[config.mk]
export PLATFORM = sky130hd
export DESIGN_NAME = ipcr_top
export DESIGN_NICKNAME = d
export VERILOG_FILES = /design/src/rtl/ipcr_pkg.sv /design/src/rtl/ipcr_res_reader.sv /design/src/rtl/ipcr_top.sv
export SDC_FILE = /design/constraint.sdc
export NUM_CORES = 1
export LEC_CHECK = 0
export BUFFER_PORTS_ARGS = -buffer_cell sky130_fd_sc_hd__buf_2
export CORE_MARGIN = 2
export CORE_UTILIZATION = 40
export CTS_CLUSTER_SIZE = 12
export DETAILED_ROUTE_END_ITERATION = 12
export PLACE_DENSITY_LB_ADDON = 0.05
export SYNTH_ARGS = -nofsm -noshare
export SYNTH_HDL_FRONTEND = slang
export SYNTH_SLANG_ARGS = --single-unit
[constraint.sdc]
create_clock -name i_clk -period 2.15 [get_ports i_clk]
set_input_delay 0.215 -clock i_clk [delete_from_list [all_inputs] [get_ports i_clk]]
set_output_delay 0.215 -clock i_clk [all_outputs]
set_load 0.02 [all_outputs]
[src/rtl/ipcr_pkg.sv]
// Constants, states and register layout of the plug and play config bank.
// Assumes one bus clock domain shared by the ISA strobes and the bank.
package ipcr_pkg;

   typedef enum logic [1:0] {ST_WAIT_KEY, ST_SLEEP, ST_ISOLATE, ST_CONFIG} ipcr_state_e;

   // Fixed ISA ports and read port top and low bits
   localparam logic [15:0] ADDR_PORT      = 16'h0279;
   localparam logic [15:0] WDATA_PORT     = 16'h0A79;
   localparam logic [1:0]  RDPORT_LOW     = 2'h3;
   localparam logic [5:0]  RDPORT_TOP     = 6'h00;

   // Card control indices
   localparam logic [7:0]  IDX_RDPORT     = 8'h00;
   localparam logic [7:0]  IDX_ISOLATE    = 8'h01;
   localparam logic [7:0]  IDX_CTRL       = 8'h02;
   localparam logic [7:0]  IDX_WAKE       = 8'h03;
   localparam logic [7:0]  IDX_RES_DATA   = 8'h04;
   localparam logic [7:0]  IDX_STATUS     = 8'h05;
   localparam logic [7:0]  IDX_CSN        = 8'h06;
   localparam logic [7:0]  IDX_LDN        = 8'h07;
   localparam logic [7:0]  IDX_MEMCTL     = 8'h42;
   localparam logic [7:0]  IDX_IRQ_TYPE   = 8'h71;
   localparam logic [7:0]  IDX_SAVED_CSN  = 8'hF5;

   // Control register command bits and status ready bit
   localparam int          CC_RESET_BIT   = 0;
   localparam int          CC_WAITKEY_BIT = 1;
   localparam int          CC_CSNCLR_BIT  = 2;
   localparam int          STATUS_RDY_BIT = 0;

   // Fixed read values and reset values
   localparam logic [7:0]  LDN_VALUE      = 8'h00;
   localparam logic [7:0]  MEMCTL_VALUE   = 8'h00;
   localparam logic [7:0]  IRQ_TYPE_VALUE = 8'h02;
   localparam logic [7:0]  RCHK_PAT_SET   = 8'h55;
   localparam logic [7:0]  RCHK_PAT_CLR   = 8'hAA;
   localparam logic [7:0]  CSN_RST        = 8'h00;
   localparam logic [7:0]  RDPORT_RST     = 8'h00;

   // Logical device configuration registers, one entry each
   localparam int          CFG_N          = 7;
   localparam int          CFG_ACT        = 0;
   localparam int          CFG_RCHK       = 1;
   localparam int          CFG_ROM_HI     = 2;
   localparam int          CFG_ROM_LO     = 3;
   localparam int          CFG_IO_HI      = 4;
   localparam int          CFG_IO_LO      = 5;
   localparam int          CFG_IRQ        = 6;
   localparam int          ACT_BIT        = 0;
   localparam int          RCHK_EN_BIT    = 1;
   localparam int          RCHK_PAT_BIT   = 0;
   localparam logic [7:0]  CFG_INDEX [CFG_N] = '{8'h30, 8'h31, 8'h40, 8'h41, 8'h60, 8'h61, 8'h70};
   localparam logic [7:0]  CFG_MASK  [CFG_N] = '{8'h01, 8'h03, 8'h0D, 8'hC0, 8'h03, 8'hE0, 8'h0F};
   localparam logic [7:0]  CFG_RST   [CFG_N] = '{8'h00, 8'h00, 8'h00, 8'h00, 8'h00, 8'h00, 8'h00};

   localparam int          IO_RANGE_LOG2_MAX = 5;

endpackage

[src/rtl/ipcr_res_reader.sv]
// Resource data prefetcher: keeps one byte ready for the host to read.
// Assumes the byte store answers with a one-cycle ack while fetch_req is high.
`timescale 1ns/1ns
module ipcr_res_reader #(
   parameter int PTR_W = 9
) (
   // Clock and reset
   input  wire logic             i_clk,
   input  wire logic             i_rst,
   // Control from the register bank
   input  wire logic             i_restart,
   input  wire logic             i_take,
   output logic                  o_ready,
   output logic [7:0]            o_byte,
   // Byte store
   output logic                  o_fetch_req,
   output logic [PTR_W-1:0]      o_fetch_addr,
   input  wire logic             i_fetch_ack,
   input  wire logic [7:0]       i_fetch_byte
);
   logic             have_ff;
   logic [7:0]       byte_ff;
   logic [PTR_W-1:0] ptr_ff;
   logic             nxt_have;
   logic [7:0]       nxt_byte;
   logic [PTR_W-1:0] nxt_ptr;
   logic             load;

   if (PTR_W < 1 || PTR_W > 16) begin : g_chk
      $error("PTR_W must be 1 to 16");
   end

   // Ack ignored while holding a byte, so load and take never collide
   assign load     = i_fetch_ack && !have_ff && !i_restart;
   assign nxt_have = i_restart ? 1'b0 : (load ? 1'b1 : (i_take ? 1'b0 : have_ff));
   assign nxt_byte = load ? i_fetch_byte : byte_ff;
   assign nxt_ptr  = i_restart ? '0 : (load ? ptr_ff + 1'b1 : ptr_ff);

   always_ff @(posedge i_clk) begin
      if (i_rst) begin
         have_ff <= 1'b0;
         byte_ff <= 8'h00;
         ptr_ff  <= '0;
      end else begin
         have_ff <= nxt_have;
         byte_ff <= nxt_byte;
         ptr_ff  <= nxt_ptr;
      end
   end

   assign o_ready      = have_ff;
   assign o_byte       = byte_ff;
   assign o_fetch_req  = !have_ff;
   assign o_fetch_addr = ptr_ff;

endmodule

[src/rtl/ipcr_top.sv]
// Plug and play card and logical device register bank behind the ISA ports.
// Assumes ISA strobes are one-cycle pulses already in the bus clock domain,
// and that key decoding, serial id logic and the byte store sit outside.
`timescale 1ns/1ns
module ipcr_top
   import ipcr_pkg::*;
#(
   parameter int RES_PTR_W     = 9,
   parameter int IO_RANGE_LOG2 = 5,
   parameter int ROM_SIZE_W    = 2
) (
   // Clock and reset
   input  wire logic                  i_clk,
   input  wire logic                  i_rst,
   // ISA I/O cycle
   input  wire logic [15:0]           i_io_addr,
   input  wire logic [7:0]            i_io_wdata,
   input  wire logic                  i_io_wr,
   input  wire logic                  i_io_rd,
   output logic [7:0]                 o_io_rdata,
   output logic                       o_io_rd_drive,
   // Initiation key and isolation helpers
   input  wire logic                  i_key_match,
   output logic                       o_iso_compare,
   input  wire logic [7:0]            i_iso_bit_data,
   // Resource byte store
   output logic                       o_res_fetch_req,
   output logic [RES_PTR_W-1:0]       o_res_fetch_addr,
   input  wire logic                  i_res_fetch_ack,
   input  wire logic [7:0]            i_res_fetch_byte,
   // EEPROM settings
   input  wire logic [ROM_SIZE_W-1:0] i_rom_size_cfg,
   // Configuration seen by the rest of the card
   output ipcr_pkg::ipcr_state_e      o_card_state,
   output logic                       o_dev_active,
   output logic [15:0]                o_io_base,
   output logic [3:0]                 o_irq_level,
   output logic                       o_irq_selected,
   output logic [23:8]                o_boot_rom_base,
   output logic [ROM_SIZE_W-1:0]      o_boot_rom_size,
   output logic [7:0]                 o_card_number,
   output logic [7:0]                 o_saved_card_number
);
   import ipcr_pkg::*;

   if (IO_RANGE_LOG2 < 1 || IO_RANGE_LOG2 > IO_RANGE_LOG2_MAX) begin : g_chk_range
      $error("IO_RANGE_LOG2 must be 1 to 5");
   end
   if (ROM_SIZE_W < 1) begin : g_chk_rom
      $error("ROM_SIZE_W must be at least 1");
   end
   if (RES_PTR_W < 1 || RES_PTR_W > 16) begin : g_chk_ptr
      $error("RES_PTR_W must be 1 to 16");
   end

   ipcr_state_e           state_ff;
   ipcr_state_e           nxt_state;
   logic [7:0]            index_ff;
   logic [7:0]            rd_port_ff;
   logic [7:0]            csn_ff;
   logic [7:0]            saved_ff;
   logic [7:0]            cfg_ff  [CFG_N];
   logic [7:0]            cfg_acc [CFG_N+1];
   logic [7:0]            rdata_ff;
   logic                  drive_ff;
   logic [ROM_SIZE_W-1:0] rom_size_ff;
   logic [7:0]            nxt_index;
   logic [7:0]            nxt_rd_port;
   logic [7:0]            nxt_csn;
   logic [7:0]            nxt_saved;
   logic [7:0]            nxt_rdata;
   logic                  nxt_drive;

   // Address decode
   logic        pnp_en;
   logic        in_sleep;
   logic        in_iso;
   logic        in_cfg;
   logic        hit_addr_port;
   logic        hit_wdata_port;
   logic        hit_rdport;
   logic        hit_range;
   logic        wr_idx;
   logic        wr_dat;
   logic        wr_rdport;
   logic        wr_ctrl;
   logic        wr_wake;
   logic        wr_csn;
   logic        wr_cfg;
   logic        cmd_reset;
   logic        cmd_wait_key;
   logic        cmd_csn_clr;
   logic        wake_match;
   logic        rd_pnp;
   logic        rd_range;
   logic        range_active;
   logic        rchk_pat;
   logic        res_ready;
   logic        res_take;
   logic [7:0]  res_byte;
   logic [7:0]  rd_value;

   assign pnp_en         = state_ff != ST_WAIT_KEY;
   assign in_sleep       = state_ff == ST_SLEEP;
   assign in_iso         = state_ff == ST_ISOLATE;
   assign in_cfg         = state_ff == ST_CONFIG;
   assign hit_addr_port  = i_io_addr == ADDR_PORT;
   assign hit_wdata_port = i_io_addr == WDATA_PORT;
   assign hit_rdport     = i_io_addr == {RDPORT_TOP, rd_port_ff, RDPORT_LOW};
   assign hit_range      = i_io_addr[15:IO_RANGE_LOG2] == o_io_base[15:IO_RANGE_LOG2];

   // Writes to the address port in the key state go to the key decoder only
   assign wr_idx    = i_io_wr && hit_addr_port && pnp_en;
   assign wr_dat    = i_io_wr && hit_wdata_port && pnp_en;
   assign wr_rdport = wr_dat && (index_ff == IDX_RDPORT) && (in_iso || in_cfg);
   assign wr_ctrl   = wr_dat && (index_ff == IDX_CTRL);
   assign wr_wake   = wr_dat && (index_ff == IDX_WAKE);
   assign wr_csn    = wr_dat && (index_ff == IDX_CSN) && (in_iso || in_cfg);
   assign wr_cfg    = wr_dat && in_cfg;

   // Commands are pulses, nothing is stored, so they always read back clear
   assign cmd_reset    = wr_ctrl && i_io_wdata[CC_RESET_BIT];
   assign cmd_wait_key = wr_ctrl && i_io_wdata[CC_WAITKEY_BIT];
   assign cmd_csn_clr  = wr_ctrl && i_io_wdata[CC_CSNCLR_BIT];
   assign wake_match   = wr_wake && in_sleep && (i_io_wdata == csn_ff);

   assign nxt_index   = wr_idx ? i_io_wdata : index_ff;
   assign nxt_rd_port = wr_rdport ? i_io_wdata : rd_port_ff;
   assign nxt_csn     = cmd_csn_clr ? CSN_RST : (wr_csn ? i_io_wdata : csn_ff);
   assign nxt_saved   = cmd_csn_clr ? CSN_RST : (wr_csn ? i_io_wdata : saved_ff);

   // Card state
   always_comb begin
      nxt_state = state_ff;
      case (state_ff)
         ST_WAIT_KEY: begin
            if (i_key_match) begin
               nxt_state = ST_SLEEP;
            end
         end
         ST_SLEEP: begin
            if (wake_match) begin
               nxt_state = (i_io_wdata == 8'h00) ? ST_ISOLATE : ST_CONFIG;
            end
         end
         ST_ISOLATE: begin
            if (wr_csn) begin
               nxt_state = ST_CONFIG;
            end
         end
         ST_CONFIG: begin
            nxt_state = ST_CONFIG;
         end
         default: begin
            nxt_state = ST_WAIT_KEY;
         end
      endcase
      if (cmd_wait_key) begin
         nxt_state = ST_WAIT_KEY;
      end
   end

   always_ff @(posedge i_clk) begin
      if (i_rst) begin
         state_ff   <= ST_WAIT_KEY;
         index_ff   <= IDX_RDPORT;
         rd_port_ff <= RDPORT_RST;
         csn_ff     <= CSN_RST;
         saved_ff   <= CSN_RST;
      end else begin
         state_ff   <= nxt_state;
         index_ff   <= nxt_index;
         rd_port_ff <= nxt_rd_port;
         csn_ff     <= nxt_csn;
         saved_ff   <= nxt_saved;
      end
   end

   // Logical device configuration registers; masked bits never store
   assign cfg_acc[0] = 8'h00;
   for (genvar k = 0; k < CFG_N; k++) begin : g_cfg
      logic       wr_k;
      logic [7:0] nxt_cfg;
      assign wr_k    = wr_cfg && (index_ff == CFG_INDEX[k]);
      assign nxt_cfg = cmd_reset ? CFG_RST[k] :
                       (wr_k ? (i_io_wdata & CFG_MASK[k]) : cfg_ff[k]);
      assign cfg_acc[k+1] = cfg_acc[k] | ((index_ff == CFG_INDEX[k]) ? cfg_ff[k] : 8'h00);
      always_ff @(posedge i_clk) begin
         if (i_rst) begin
            cfg_ff[k] <= CFG_RST[k];
         end else begin
            cfg_ff[k] <= nxt_cfg;
         end
      end
   end

   // Resource bytes, restarted from the first byte on every wake
   assign res_take = rd_pnp && (index_ff == IDX_RES_DATA) && res_ready;

   ipcr_res_reader #(
      .PTR_W (RES_PTR_W)
   ) u_res (
      .i_clk        (i_clk),
      .i_rst        (i_rst),
      .i_restart    (wake_match),
      .i_take       (res_take),
      .o_ready      (res_ready),
      .o_byte       (res_byte),
      .o_fetch_req  (o_res_fetch_req),
      .o_fetch_addr (o_res_fetch_addr),
      .i_fetch_ack  (i_res_fetch_ack),
      .i_fetch_byte (i_res_fetch_byte)
   );

   // Read path; unlisted indices fall through to the zero accumulator
   assign rd_value = (index_ff == IDX_ISOLATE)   ? (in_iso ? i_iso_bit_data : 8'h00) :
                     (index_ff == IDX_RES_DATA)  ? res_byte :
                     (index_ff == IDX_STATUS)    ? {7'h00, res_ready} :
                     (index_ff == IDX_CSN)       ? csn_ff :
                     (index_ff == IDX_LDN)       ? LDN_VALUE :
                     (index_ff == IDX_MEMCTL)    ? MEMCTL_VALUE :
                     (index_ff == IDX_IRQ_TYPE)  ? IRQ_TYPE_VALUE :
                     (index_ff == IDX_SAVED_CSN) ? saved_ff :
                     cfg_acc[CFG_N];

   assign rd_pnp        = i_io_rd && (in_iso || in_cfg) && hit_rdport;
   assign o_iso_compare = rd_pnp && in_iso && (index_ff == IDX_ISOLATE);
   // An active device ignores the enable, so a stale check cannot hijack reads
   assign range_active  = !o_dev_active && cfg_ff[CFG_RCHK][RCHK_EN_BIT];
   assign rchk_pat      = cfg_ff[CFG_RCHK][RCHK_PAT_BIT];
   assign rd_range      = i_io_rd && !rd_pnp && range_active && hit_range;
   assign nxt_rdata     = rd_pnp ? rd_value :
                          (rd_range ? (rchk_pat ? RCHK_PAT_SET : RCHK_PAT_CLR) : 8'h00);
   assign nxt_drive     = rd_pnp || rd_range;

   always_ff @(posedge i_clk) begin
      if (i_rst) begin
         rdata_ff    <= 8'h00;
         drive_ff    <= 1'b0;
         rom_size_ff <= '0;
      end else begin
         rdata_ff    <= nxt_rdata;
         drive_ff    <= nxt_drive;
         rom_size_ff <= i_rom_size_cfg;
      end
   end

   assign o_io_rdata          = rdata_ff;
   assign o_io_rd_drive       = drive_ff;
   assign o_card_state        = state_ff;
   assign o_dev_active        = cfg_ff[CFG_ACT][ACT_BIT];
   assign o_io_base           = {cfg_ff[CFG_IO_HI], cfg_ff[CFG_IO_LO]};
   assign o_irq_level         = cfg_ff[CFG_IRQ][3:0];
   assign o_irq_selected      = cfg_ff[CFG_IRQ][3:0] != 4'h0;
   assign o_boot_rom_base     = {cfg_ff[CFG_ROM_HI], cfg_ff[CFG_ROM_LO]};
   assign o_boot_rom_size     = rom_size_ff;
   assign o_card_number       = csn_ff;
   assign o_saved_card_number = saved_ff;
endmodule

==> flow_metrics.env, run 1 <==
export IMPL_outcome="complete, no violations"
export IMPL_endpoint="o_iso_compare"
export IMPL_yosysUniqueCellTypes=58
export IMPL_finClkSkew_ps=9.486
export IMPL_drv_slew=0
export IMPL_worst_ep_arrival_time_ps=1890
export IMPL_finalHoldViolations=0
export IMPL_final_util_pct=51.77
export IMPL_endpoint_kind="output pin"
export IMPL_synth_warnings=0
export IMPL_coreArea_mm2=0.009729
export IMPL_period_share_pct=98.02
export IMPL_initial_utilization_pct=41.18
export IMPL_dieHeight_um=104.1
export IMPL_antenna_left=0
export IMPL_power_uw=2981
export IMPL_final_cell_mix="buf_2 (102), dfxtp_1 (68), nor2_1 (60)"
export IMPL_maxClockFrequency_ghz=0.4745
export IMPL_ios=126
export IMPL_holdCritPathClass="in -> reg"
export IMPL_cap_violations=0
export IMPL_ir_drop_mv=0.2809
export IMPL_worst_setup_path_type="reg -> out"
export IMPL_stdcell_area_mm2=0.005037
export IMPL_synthArstFlopShare_pct=0
export IMPL_path_common_cell="buf_4"
export IMPL_ctsLongestPathBuffers=2
export IMPL_grt_max_degree=18
export IMPL_netlist_instances=445
export IMPL_avgViaCountPerCell=5.224
export IMPL_area_growth_pct=25.73
export IMPL_num_rows=36
export IMPL_leakage_uw=0.002415
export IMPL_design_die_area_mm2=0.01083
export IMPL_r2r_start="index_ff[5]"
export IMPL_setup_tns_ps=0
export IMPL_cts_tree="built"
export IMPL_worst_pin_slew_ps=515.7
export IMPL_rsz0062_at_grt="true"
export IMPL_setup_viol=0
export IMPL_synth_main_ff_cell="dfxtp_1"
export IMPL_cts_buffers=9
export IMPL_die_w_um=104.1
export IMPL_grt_pass1_wl_mm=18.87
export IMPL_hold_buffers=0
export IMPL_ff2ff_path_depth=6
export IMPL_synth_edf_count=0
export IMPL_max_slew_margin_pct=65.36
export IMPL_reg2reg_slack_ps=100
export IMPL_place_area_mm2=0.004700
export IMPL_first_pass_iters=5
export IMPL_layout_commonest_cell="buf_2"
export IMPL_synthTopCellsByArea="dfxtp_1 (36%), mux2i_1 (13%), buf_4 (7.5%)"
export IMPL_crit_cells=5
export IMPL_path_cells="or4b_4 > nor3_4 > buf_4 > and2_1 > buf_4"
export IMPL_gp_congestion=0.8929
export IMPL_vias=3662
export IMPL_drive_above_1_share_pct=32.22
export IMPL_worst_setup_path_start_kind="flip-flop"
export IMPL_first_global_vias=3485
export IMPL_grt_remaining_overflow=0
export IMPL_wl_mm=12.07
export IMPL_fin_hold_ws_ps=73.45
export IMPL_hold_depth=2
export IMPL_cts_root_buf="clkbuf_8"
export IMPL_max_stage_delay_ps=580
export IMPL_avgSynthCellArea_um2=9.003
export IMPL_worst_path_buf_inv=2
export IMPL_syn_area_mm2=0.004006
export IMPL_drcViolationCount=0
export IMPL_drt_iter0_drc=191
export IMPL_htree_levels=3
export IMPL_p_per_area_mw_per_mm2=591.9
export IMPL_fin_nets=612
export IMPL_antenna_found_initial=0
export IMPL_dp_hpwl_mm=9.077
export IMPL_grt_usage_pct=22.36
export IMPL_cp_startpoint="index_ff[2]"
export IMPL_diodes=0
export IMPL_worstPathRequired_ps=1930
export IMPL_critical_path_max_fanout=8
export IMPL_netlist_area_leader_share_pct=35.98
export IMPL_clkSinkCount=72
export IMPL_clk_transition_reported_paths_ps=70
export IMPL_r2r_end="o_io_rdata[0]"
export IMPL_io_buffer_count=103
export IMPL_cp_slowest_cell="or4b_4"
export IMPL_yosysSeqAreaShare_pct=35.98
export IMPL_crit_family="simple AND/OR/NAND/NOR gates"
export IMPL_synth_top_area_cell="dfxtp_1"
export IMPL_insertion_delay_ps=360
export IMPL_synth_seq_cells=72
export IMPL_min_period_ps=2108
export IMPL_wl_per_cell_um=17.21
[layer usage]
layer | wire length (µm) | vias up | part of all wire (%) | track usage [%]
met3 | 658 | 20 | 5.5 | 4.511
met5 | 0 | - | 0 | 0
met2 | 5643 | 145 | 47 | 36.42
met1 | 5519 | 1731 | 46 | 29.68
li1 | - | 1766 | - | -
met4 | 246 | 0 | 2.0 | 7.239
[cell usage after synthesis, types with 5 or more instances]
cell / count
nand4b_1: 5
mux2i_1: 53
dfxtp_1: 72
a21oi_1: 9
xnor2_1: 20
a22o_1: 5
nor2_1: 60
nor4_1: 12
buf_4: 40
nand2_1: 29
nand2b_1: 5
xor2_1: 9
nand3_1: 7
nand4_1: 14
a21o_1: 6
buf_2: 5
and3_1: 5
clkbuf_1: 14
o21ai_0: 5
[worst reg2reg max path: cells and delay by family, from the launching register on]
family	cells	cell delay [ps]
AO/OA/AOI/OAI	4	910
buffers and inverters	1	160
flip-flops	1	330
AND/OR/NAND/NOR	1	590
[per-stage QoR]
stage,std cells,worst slack [ps]
2_1_floorplan,466,235.9
3_3_place_gp,681,-23.65
3_5_place_dp,681,-67.24
4_1_cts,698,0.1021
5_1_grt,701,-33.79
6_report,701,42.49
[registers in the layout, summed over array words and instances (netlist names)]
register	flops
u_res.o_ready	1
o_io_rd_drive	1
rd_port_ff	8
o_card_state	2
index_ff	8
u_res.o_fetch_addr	9
o_io_rdata	8
o_saved_card_number	8
u_res.o_byte	8
o_boot_rom_size	2
cfg_ff	17
[kinds of logic after synthesis]
group,share of synthesized area [%]
buffers and inverters,9.900
other,0.09360
multiplexers,14.08
XOR/XNOR,6.340
flip-flops,35.98
adder cells (fa/ha/maj),0.3123
AND/OR/NAND/NOR,22.86
AO/OA/AOI/OAI,10.43
[final cells by class]
cell class                 count  area [µm²]
sequential                    72        1446
fill                         994        4692
timing repair buffer         145       870.8
tap                          133       166.4
inverter                       5       18.77
multi-input combinational    330        2290
clock buffer                  11       141.4
clock inverter                 5       103.9
[how the worst min path moves through the flow]
stage                      start                 end  slack [ps]
2_1_floorplan  i_rom_size_cfg[0]  o_boot_rom_size[0]         340
3_3_place_gp   i_rom_size_cfg[0]  o_boot_rom_size[0]         430
3_5_place_dp   i_rom_size_cfg[1]  o_boot_rom_size[1]         430
4_1_cts        i_rom_size_cfg[1]  o_boot_rom_size[1]          70
5_1_grt        i_rom_size_cfg[1]  o_boot_rom_size[1]          80
6_report       i_rom_size_cfg[1]  o_boot_rom_size[1]          70
[what timing repair did]
item	in CTS	in global routing
setup buffers	1	3
gates resized for setup	6	7
setup endpoints to repair	11	30
pin swaps	0	3
[where the power goes]
| group | internal, µW | switching (µW) | total [µW] |
|---|---|---|---|
| sequential | 1350 | 14.0 | 1370 |
| combinational | 106 | 170 | 276 |
| clock | 803 | 536 | 1340 |
(Power assumes the default switching activity.)
==> run 2, diff against run 1 <==
--- a/config.mk
+++ b/config.mk
@@ -8,9 +8,11 @@
 export BUFFER_PORTS_ARGS = -buffer_cell sky130_fd_sc_hd__buf_2
 export CORE_MARGIN = 2
 export CORE_UTILIZATION = 40
+export CTS_BUF_LIST = sky130_fd_sc_hd__clkbuf_16
 export CTS_CLUSTER_SIZE = 12
 export DETAILED_ROUTE_END_ITERATION = 12
 export PLACE_DENSITY_LB_ADDON = 0.05
 export SYNTH_ARGS = -nofsm -noshare
 export SYNTH_HDL_FRONTEND = slang
 export SYNTH_SLANG_ARGS = --single-unit
+export TNS_END_PERCENT = 10
==> run 2 against run 1 <==
Against the previous run:
- sequential share of layout area fell by 0.39 points
- via count did not move
- largest cell class unchanged
- count of clock-buffer cells in the layout is 2 lower
- critical path type unchanged
- largest power group is now clock
==> flow_metrics.env, run 2 (synthesis gave the netlist of run 1 again) <==
export IMPL_htree_levels=3
export IMPL_worstPathRequired_ps=1930
export IMPL_design_die_area_mm2=0.01083
export IMPL_combPwrFrac_pct=8.3
export IMPL_antenna_left=0
export IMPL_p_int_uw=2585
export IMPL_route_met3_wl_um=759
export IMPL_setup_tns_ps=0
export IMPL_clk_transition_reported_paths_ps=50
export IMPL_finClkSkew_ps=6.427
export IMPL_rsz0062_at_grt="true"
export IMPL_dieHeight_um=104.1
export IMPL_holdCritPathClass="in -> reg"
export IMPL_coreArea_mm2=0.009729
export IMPL_route_top_layer_used="met4"
export IMPL_cap_violations=0
export IMPL_layout_commonest_cell="buf_2"
export IMPL_num_rows=36
export IMPL_place_area_mm2=0.004700
export IMPL_largest_reg_flops=17
export IMPL_clkSinkCount=72
export IMPL_ios=126
export IMPL_worst_pin_slew_ps=537.0
export IMPL_min_period_ps=2095
export IMPL_hold_buffers=0
export IMPL_outcome="complete, no violations"
export IMPL_area_growth_pct=27.48
export IMPL_wl_met1_mm=5.472
export IMPL_gp_congestion=0.8929
export IMPL_ir_drop_mv=0.2916
export IMPL_dp_cells=681
export IMPL_p_per_area_mw_per_mm2=655.3
export IMPL_cts_buffers=9
export IMPL_grt_max_degree=18
export IMPL_p_sw_uw=762.1
export IMPL_max_slew_margin_pct=63.93
export IMPL_worst_setup_path_start_kind="flip-flop"
export IMPL_stdcell_count=701
export IMPL_finalHoldViolations=0
export IMPL_grt_pass1_wl_mm=19.09
export IMPL_setup_viol=0
export IMPL_cts_root_buf="clkbuf_16"
export IMPL_initial_utilization_pct=41.18
export IMPL_grt_remaining_overflow=0
export IMPL_wl_per_cell_um=17.33
export IMPL_cts_tree="built"
export IMPL_period_share_pct=97.42
export IMPL_worst_setup_path_type="reg -> out"
export IMPL_final_cell_mix="buf_2 (103), dfxtp_1 (68), nor2_1 (60)"
export IMPL_fin_nets=612
export IMPL_insertion_delay_ps=330
export IMPL_p_clk_share_pct=50.9
export IMPL_leakage_uw=0.002457
export IMPL_diodes=0
export IMPL_wl_mm=12.15
export IMPL_dp_hpwl_mm=9.077
export IMPL_first_global_vias=3507
export IMPL_stdcell_area_mm2=0.005107
export IMPL_io_buffer_count=103
export IMPL_antenna_found_initial=0
export IMPL_largest_register="cfg_ff"
export IMPL_final_util_pct=52.49
export IMPL_worst_ep_arrival_time_ps=1880
export IMPL_drv_slew=0
export IMPL_first_pass_iters=4
export IMPL_power_uw=3347
export IMPL_seqPwrFrac_pct=40.9
export IMPL_die_w_um=104.1
export IMPL_critical_path_max_fanout=5
export IMPL_ctsLongestPathBuffers=2
export IMPL_p_sw_share_pct=22.77
export IMPL_maxClockFrequency_ghz=0.4774
export IMPL_avgViaCountPerCell=5.224
export IMPL_endpoint_kind="output pin"
export IMPL_drive_above_1_share_pct=32.04
export IMPL_fill_cells=986
export IMPL_drt_iter0_drc=211
export IMPL_drcViolationCount=0
export IMPL_grt_usage_pct=22.56
export IMPL_vias=3662
export IMPL_wl_met2_mm=5.723
-- run 2: repair_timing --
action,in CTS,in global routing
setup buffers,1,3
gates resized for setup,4,7
gates cloned,0,0
pin swaps,0,3
endpoints found under the setup margin,11,33
-- run 2: critical path, stage by stage (launching register included) --
cell and delay, ps:
dfxtp_2 350, or4b_4 580, nor3_2 200, buf_4 140
and2_1 120, buf_2 160
-- run 2: worst paths after layout --
path	cells past startpoint	to	from	slack [ps]
hold reg to reg	2	u_res.o_byte[4]	u_res.o_byte[4]	460
setup / recovery	5	o_iso_compare	index_ff[1]	60
setup reg to reg	6	o_io_rdata[0]	index_ff[5]	70
hold / removal	2	o_boot_rom_size[1]	i_rom_size_cfg[1]	100
-- run 2: cell type report --
class                           instances  area (µm²)  share of cell area (%)
Clock inverter                          7       111.4                   2.180
Multi-Input combinational cell        330        2283                   44.71
Timing Repair Buffer                  145       855.8                   16.76
Clock buffer                            9       225.2                   4.410
Inverter                                5       18.77                  0.3675
Sequential cell                        72        1446                   28.32
Tap cell                              133       166.4                   3.258
-- run 2: power by group through the flow --
stage	sequential (µW)	combinational, µW	clock (µW)
floorplan	1400	170	0
global placement	1400	270	0
detailed placement	1400	272	0
CTS	1370	274	1730
global route	1370	300	1810
finish	1370	277	1700
-- run 2: per-stage QoR --
step	worst slack, ps	hold WS [ps]
final	55.45	97.44
after global routing	-27.86	105.6
after CTS	7.278	92.02
after detailed placement	-67.24	433.6
after global placement	-23.65	429.5
after floorplan	235.9	343.2
-- run 2: layer usage --
metal | up-vias | GRT usage (%)
li1 | 1764 | -
met1 | 1743 | 30.22
met2 | 144 | 37.17
met3 | 11 | 4.261
met4 | 0 | 6.178
met5 | - | 0
==> run 3, diff against run 2 <==
--- a/config.mk
+++ b/config.mk
@@ -6,6 +6,7 @@
 export NUM_CORES = 1
 export LEC_CHECK = 0
 export BUFFER_PORTS_ARGS = -buffer_cell sky130_fd_sc_hd__buf_2
+export CORE_ASPECT_RATIO = 0.6
 export CORE_MARGIN = 2
 export CORE_UTILIZATION = 40
 export CTS_BUF_LIST = sky130_fd_sc_hd__clkbuf_16
@@ -14,5 +15,6 @@
 export PLACE_DENSITY_LB_ADDON = 0.05
 export SYNTH_ARGS = -nofsm -noshare
 export SYNTH_HDL_FRONTEND = slang
+export SYNTH_HIERARCHICAL = 1
 export SYNTH_SLANG_ARGS = --single-unit
 export TNS_END_PERCENT = 10
==> run 3 against run 2 <==
Against the previous run:
- the run now ends with setup timing left
- register-to-register slack worse by 60 ps
- non-clock buffer count rose by 7
- die area is 2.1% lower
- critical path type is now in -> out
==> flow_metrics.env, run 3 <==
export IMPL_worst_setup_path_start_kind="input pin"
export IMPL_p_per_area_mw_per_mm2=649.1
export IMPL_grt_max_degree=42
export IMPL_cp_slowest_cell="or4_4"
export IMPL_htree_levels=3
export IMPL_critical_path_max_fanout=2
export IMPL_finalHoldViolations=0
export IMPL_max_stage_delay_ps=520
export IMPL_p_clk_share_pct=50.9
export IMPL_p_int_uw=2576
export IMPL_grt_remaining_overflow=0
export IMPL_cts_root_buf="clkbuf_16"
export IMPL_insertion_delay_ps=340
export IMPL_drcViolationCount=0
export IMPL_die_w_um=131.6
export IMPL_yosysUniqueCellTypes=60
export IMPL_grt_usage_pct=23.10
export IMPL_synth_edf_count=0
export IMPL_endpoint_kind="output pin"
export IMPL_synth_fa_ha_area_share_pct=0.3201
export IMPL_fin_ws_ps=-250.6
export IMPL_min_period_ps=2401
export IMPL_finClkSkew_ps=4.635
export IMPL_worst_pin_slew_ps=838.9
export IMPL_crit_family="simple AND/OR/NAND/NOR gates"
export IMPL_ios=126
export IMPL_design_die_area_mm2=0.01060
export IMPL_reg2reg_slack_ps=10
export IMPL_synth_compound_area_share_pct=10.50
export IMPL_first_global_vias=3336
export IMPL_vias=3696
export IMPL_synth_warnings=6
export IMPL_p_sw_share_pct=22.70
export IMPL_drive_above_1_share_pct=34.97
export IMPL_drt_iter0_drc=258
export IMPL_initial_utilization_pct=41.92
export IMPL_outcome="complete, but fails checks"
export IMPL_gp_congestion=0.9288
export IMPL_path_cells="buf_6 > or4_4 > or4b_4 > or4_4 > buf_6 > nor2b_4 > buf_6"
export IMPL_yosysSeqAreaShare_pct=36.88
export IMPL_path_common_cell="buf_6"
export IMPL_drv_slew=0
export IMPL_num_rows=27
export IMPL_worst_setup_path_type="in -> out"
export IMPL_hold_buffers=0
export IMPL_worstPathRequired_ps=1930
export IMPL_worst_path_buf_inv=3
export IMPL_worst_ep_arrival_time_ps=2190
export IMPL_hold_end="o_boot_rom_size[1]"
export IMPL_netlist_area_leader_share_pct=36.88
export IMPL_avgSynthCellArea_um2=8.843
export IMPL_cts_buffers=9
export IMPL_synth_most_common_cell="dfxtp_1"
export IMPL_cts_tree="built"
export IMPL_layout_commonest_cell="buf_2"
export IMPL_ir_drop_mv=0.3759
export IMPL_synth_seq_cells=72
export IMPL_period_share_pct=111.7
export IMPL_io_buffer_count=103
export IMPL_synthMuxAreaShare_pct=11.52
export IMPL_coreArea_mm2=0.009324
export IMPL_synth_main_ff_cell="dfxtp_1"
export IMPL_ff2ff_path_depth=6
export IMPL_clk_transition_reported_paths_ps=60
export IMPL_r2r_end="o_io_rdata[3]"
export IMPL_fin_hold_ws_ps=92.41
export IMPL_avgViaCountPerCell=5.288
export IMPL_syn_area_mm2=0.003909
export IMPL_fin_nets=613
export IMPL_clkSinkCount=72
export IMPL_antenna_left=0
export IMPL_synthTopCellsByArea="dfxtp_1 (37%), mux2i_1 (12%), buf_4 (7.1%)"
export IMPL_rsz0062_at_grt="true"
export IMPL_final_cell_mix="buf_2 (101), dfxtp_1 (72), nor2_1 (48)"
export IMPL_area_growth_pct=31.37
export IMPL_maxClockFrequency_ghz=0.4166
export IMPL_setup_viol=17
export IMPL_synth_top_area_cell="dfxtp_1"
export IMPL_dp_hpwl_mm=9.488
export IMPL_max_slew_margin_pct=44.07
export IMPL_synth_xor_area_share_pct=4.930
export IMPL_synth_top_family_by_area="simple AND/OR/NAND/NOR gates"
export IMPL_hold_depth=2
export IMPL_leakage_uw=0.002273
export IMPL_wl_mm=12.30
export IMPL_place_area_mm2=0.004663
export IMPL_largest_register="cfg_ff"
export IMPL_cap_violations=0
export IMPL_grt_pass1_wl_mm=18.50
export IMPL_cp_startpoint="i_io_addr[15]"
export IMPL_synthArstFlopShare_pct=0
export IMPL_ctsLongestPathBuffers=2
export IMPL_stdcell_area_mm2=0.005135
export IMPL_dieHeight_um=80.57
export IMPL_synth_common_cells="dfxtp_1 (72), nor2_1 (48), mux2i_1 (45), nand2_1 (38), buf_4 (37)"
export IMPL_netlist_instances=442
export IMPL_combPwrFrac_pct=8.2
export IMPL_violations="setup timing"
export IMPL_wl_per_cell_um=17.60
export IMPL_diodes=0
export IMPL_first_pass_iters=5
export IMPL_hp_start="i_rom_size_cfg[1]"
export IMPL_seqPwrFrac_pct=41.0
export IMPL_synth_simple_area_share_pct=24.62
export IMPL_p_sw_uw=756.7
export IMPL_r2r_start="index_ff[0]"
export IMPL_largest_reg_flops=17
export IMPL_holdCritPathClass="in -> reg"
export IMPL_antenna_found_initial=0
==> run 3: layer usage <==
metal  vias up  track usage (%)  share of wire (%)
li1       1768                -                  -
met1      1770            33.73                 51
met2       144            32.83                 40
met3        14            7.260                8.8
met4         0            4.891               0.59
met5         -                0                  0
==> run 3: worst max path at each step <==
stage,to,slack [ps],cells past startpoint
after floorplan,o_io_rdata[5],-210,5
after detailed placement,o_io_rdata[5],-430,6
after CTS,o_iso_compare,-370,7
after global placement,o_io_rdata[5],-390,6
final,o_iso_compare,-250,7
after global routing,o_iso_compare,-280,7
==> run 3: repair_timing <==
item                       CTS  global route
buffers inserted             3             0
pin swaps                    5            15
setup endpoints to repair    9            68
gates resized for setup      9            13
hold endpoints to repair     0             0
==> run 3: power groups by stage <==
stage,sequential (µW),combinational [µW],clock (µW)
2_1_floorplan,1400,167,0
3_3_place_gp,1390,262,0
3_5_place_dp,1390,264,0
4_1_cts,1370,267,1720
5_1_grt,1370,292,1790
6_report,1370,272,1700
==> run 3: area by class of cell <==
cell class	count	area (µm²)
Fill cell	889	4189
Multi-Input combinational cell	321	2217
Inverter	8	30.03
Tap cell	130	162.7
Clock buffer	9	225.2
Sequential cell	72	1441
Clock inverter	7	110.1
Timing Repair Buffer	152	948.4
==> run 3: stage by stage <==
step	power [µW]	setup WS [ps]	TNS (ps)	instances	utilization, %
floorplan	1570	-210.2	-8622	463	-
global placement	1657	-389.7	-15750	680	50.01
detailed placement	1659	-427.0	-17560	680	50.01
CTS	3354	-365.4	-2002	699	54.35
global route	3447	-279.1	-4144	699	55.07
finish	3333	-250.6	-1326	699	55.07
==> run 3: logic make-up (layout without fill, tap and decap cells) <==
group | count (synthesis) | after routing
multiplexers | 45 | 45
AND/OR/NAND/NOR | 171 | 171
other | 1 | 22
AO/OA/AOI/OAI | 60 | 60
XOR/XNOR | 22 | 22
buffers and inverters | 70 | 176
adder cells (fa/ha/maj) | 1 | 1
flip-flops | 72 | 72
==> run 3: worst reg2reg max path, cell delays in order (launching register included) <==
cell,delay (ps)
dfxtp_1,370
buf_4,170
or4_1,680
nor3_1,340
buf_4,180
a221oi_1,80
a311oi_1,220
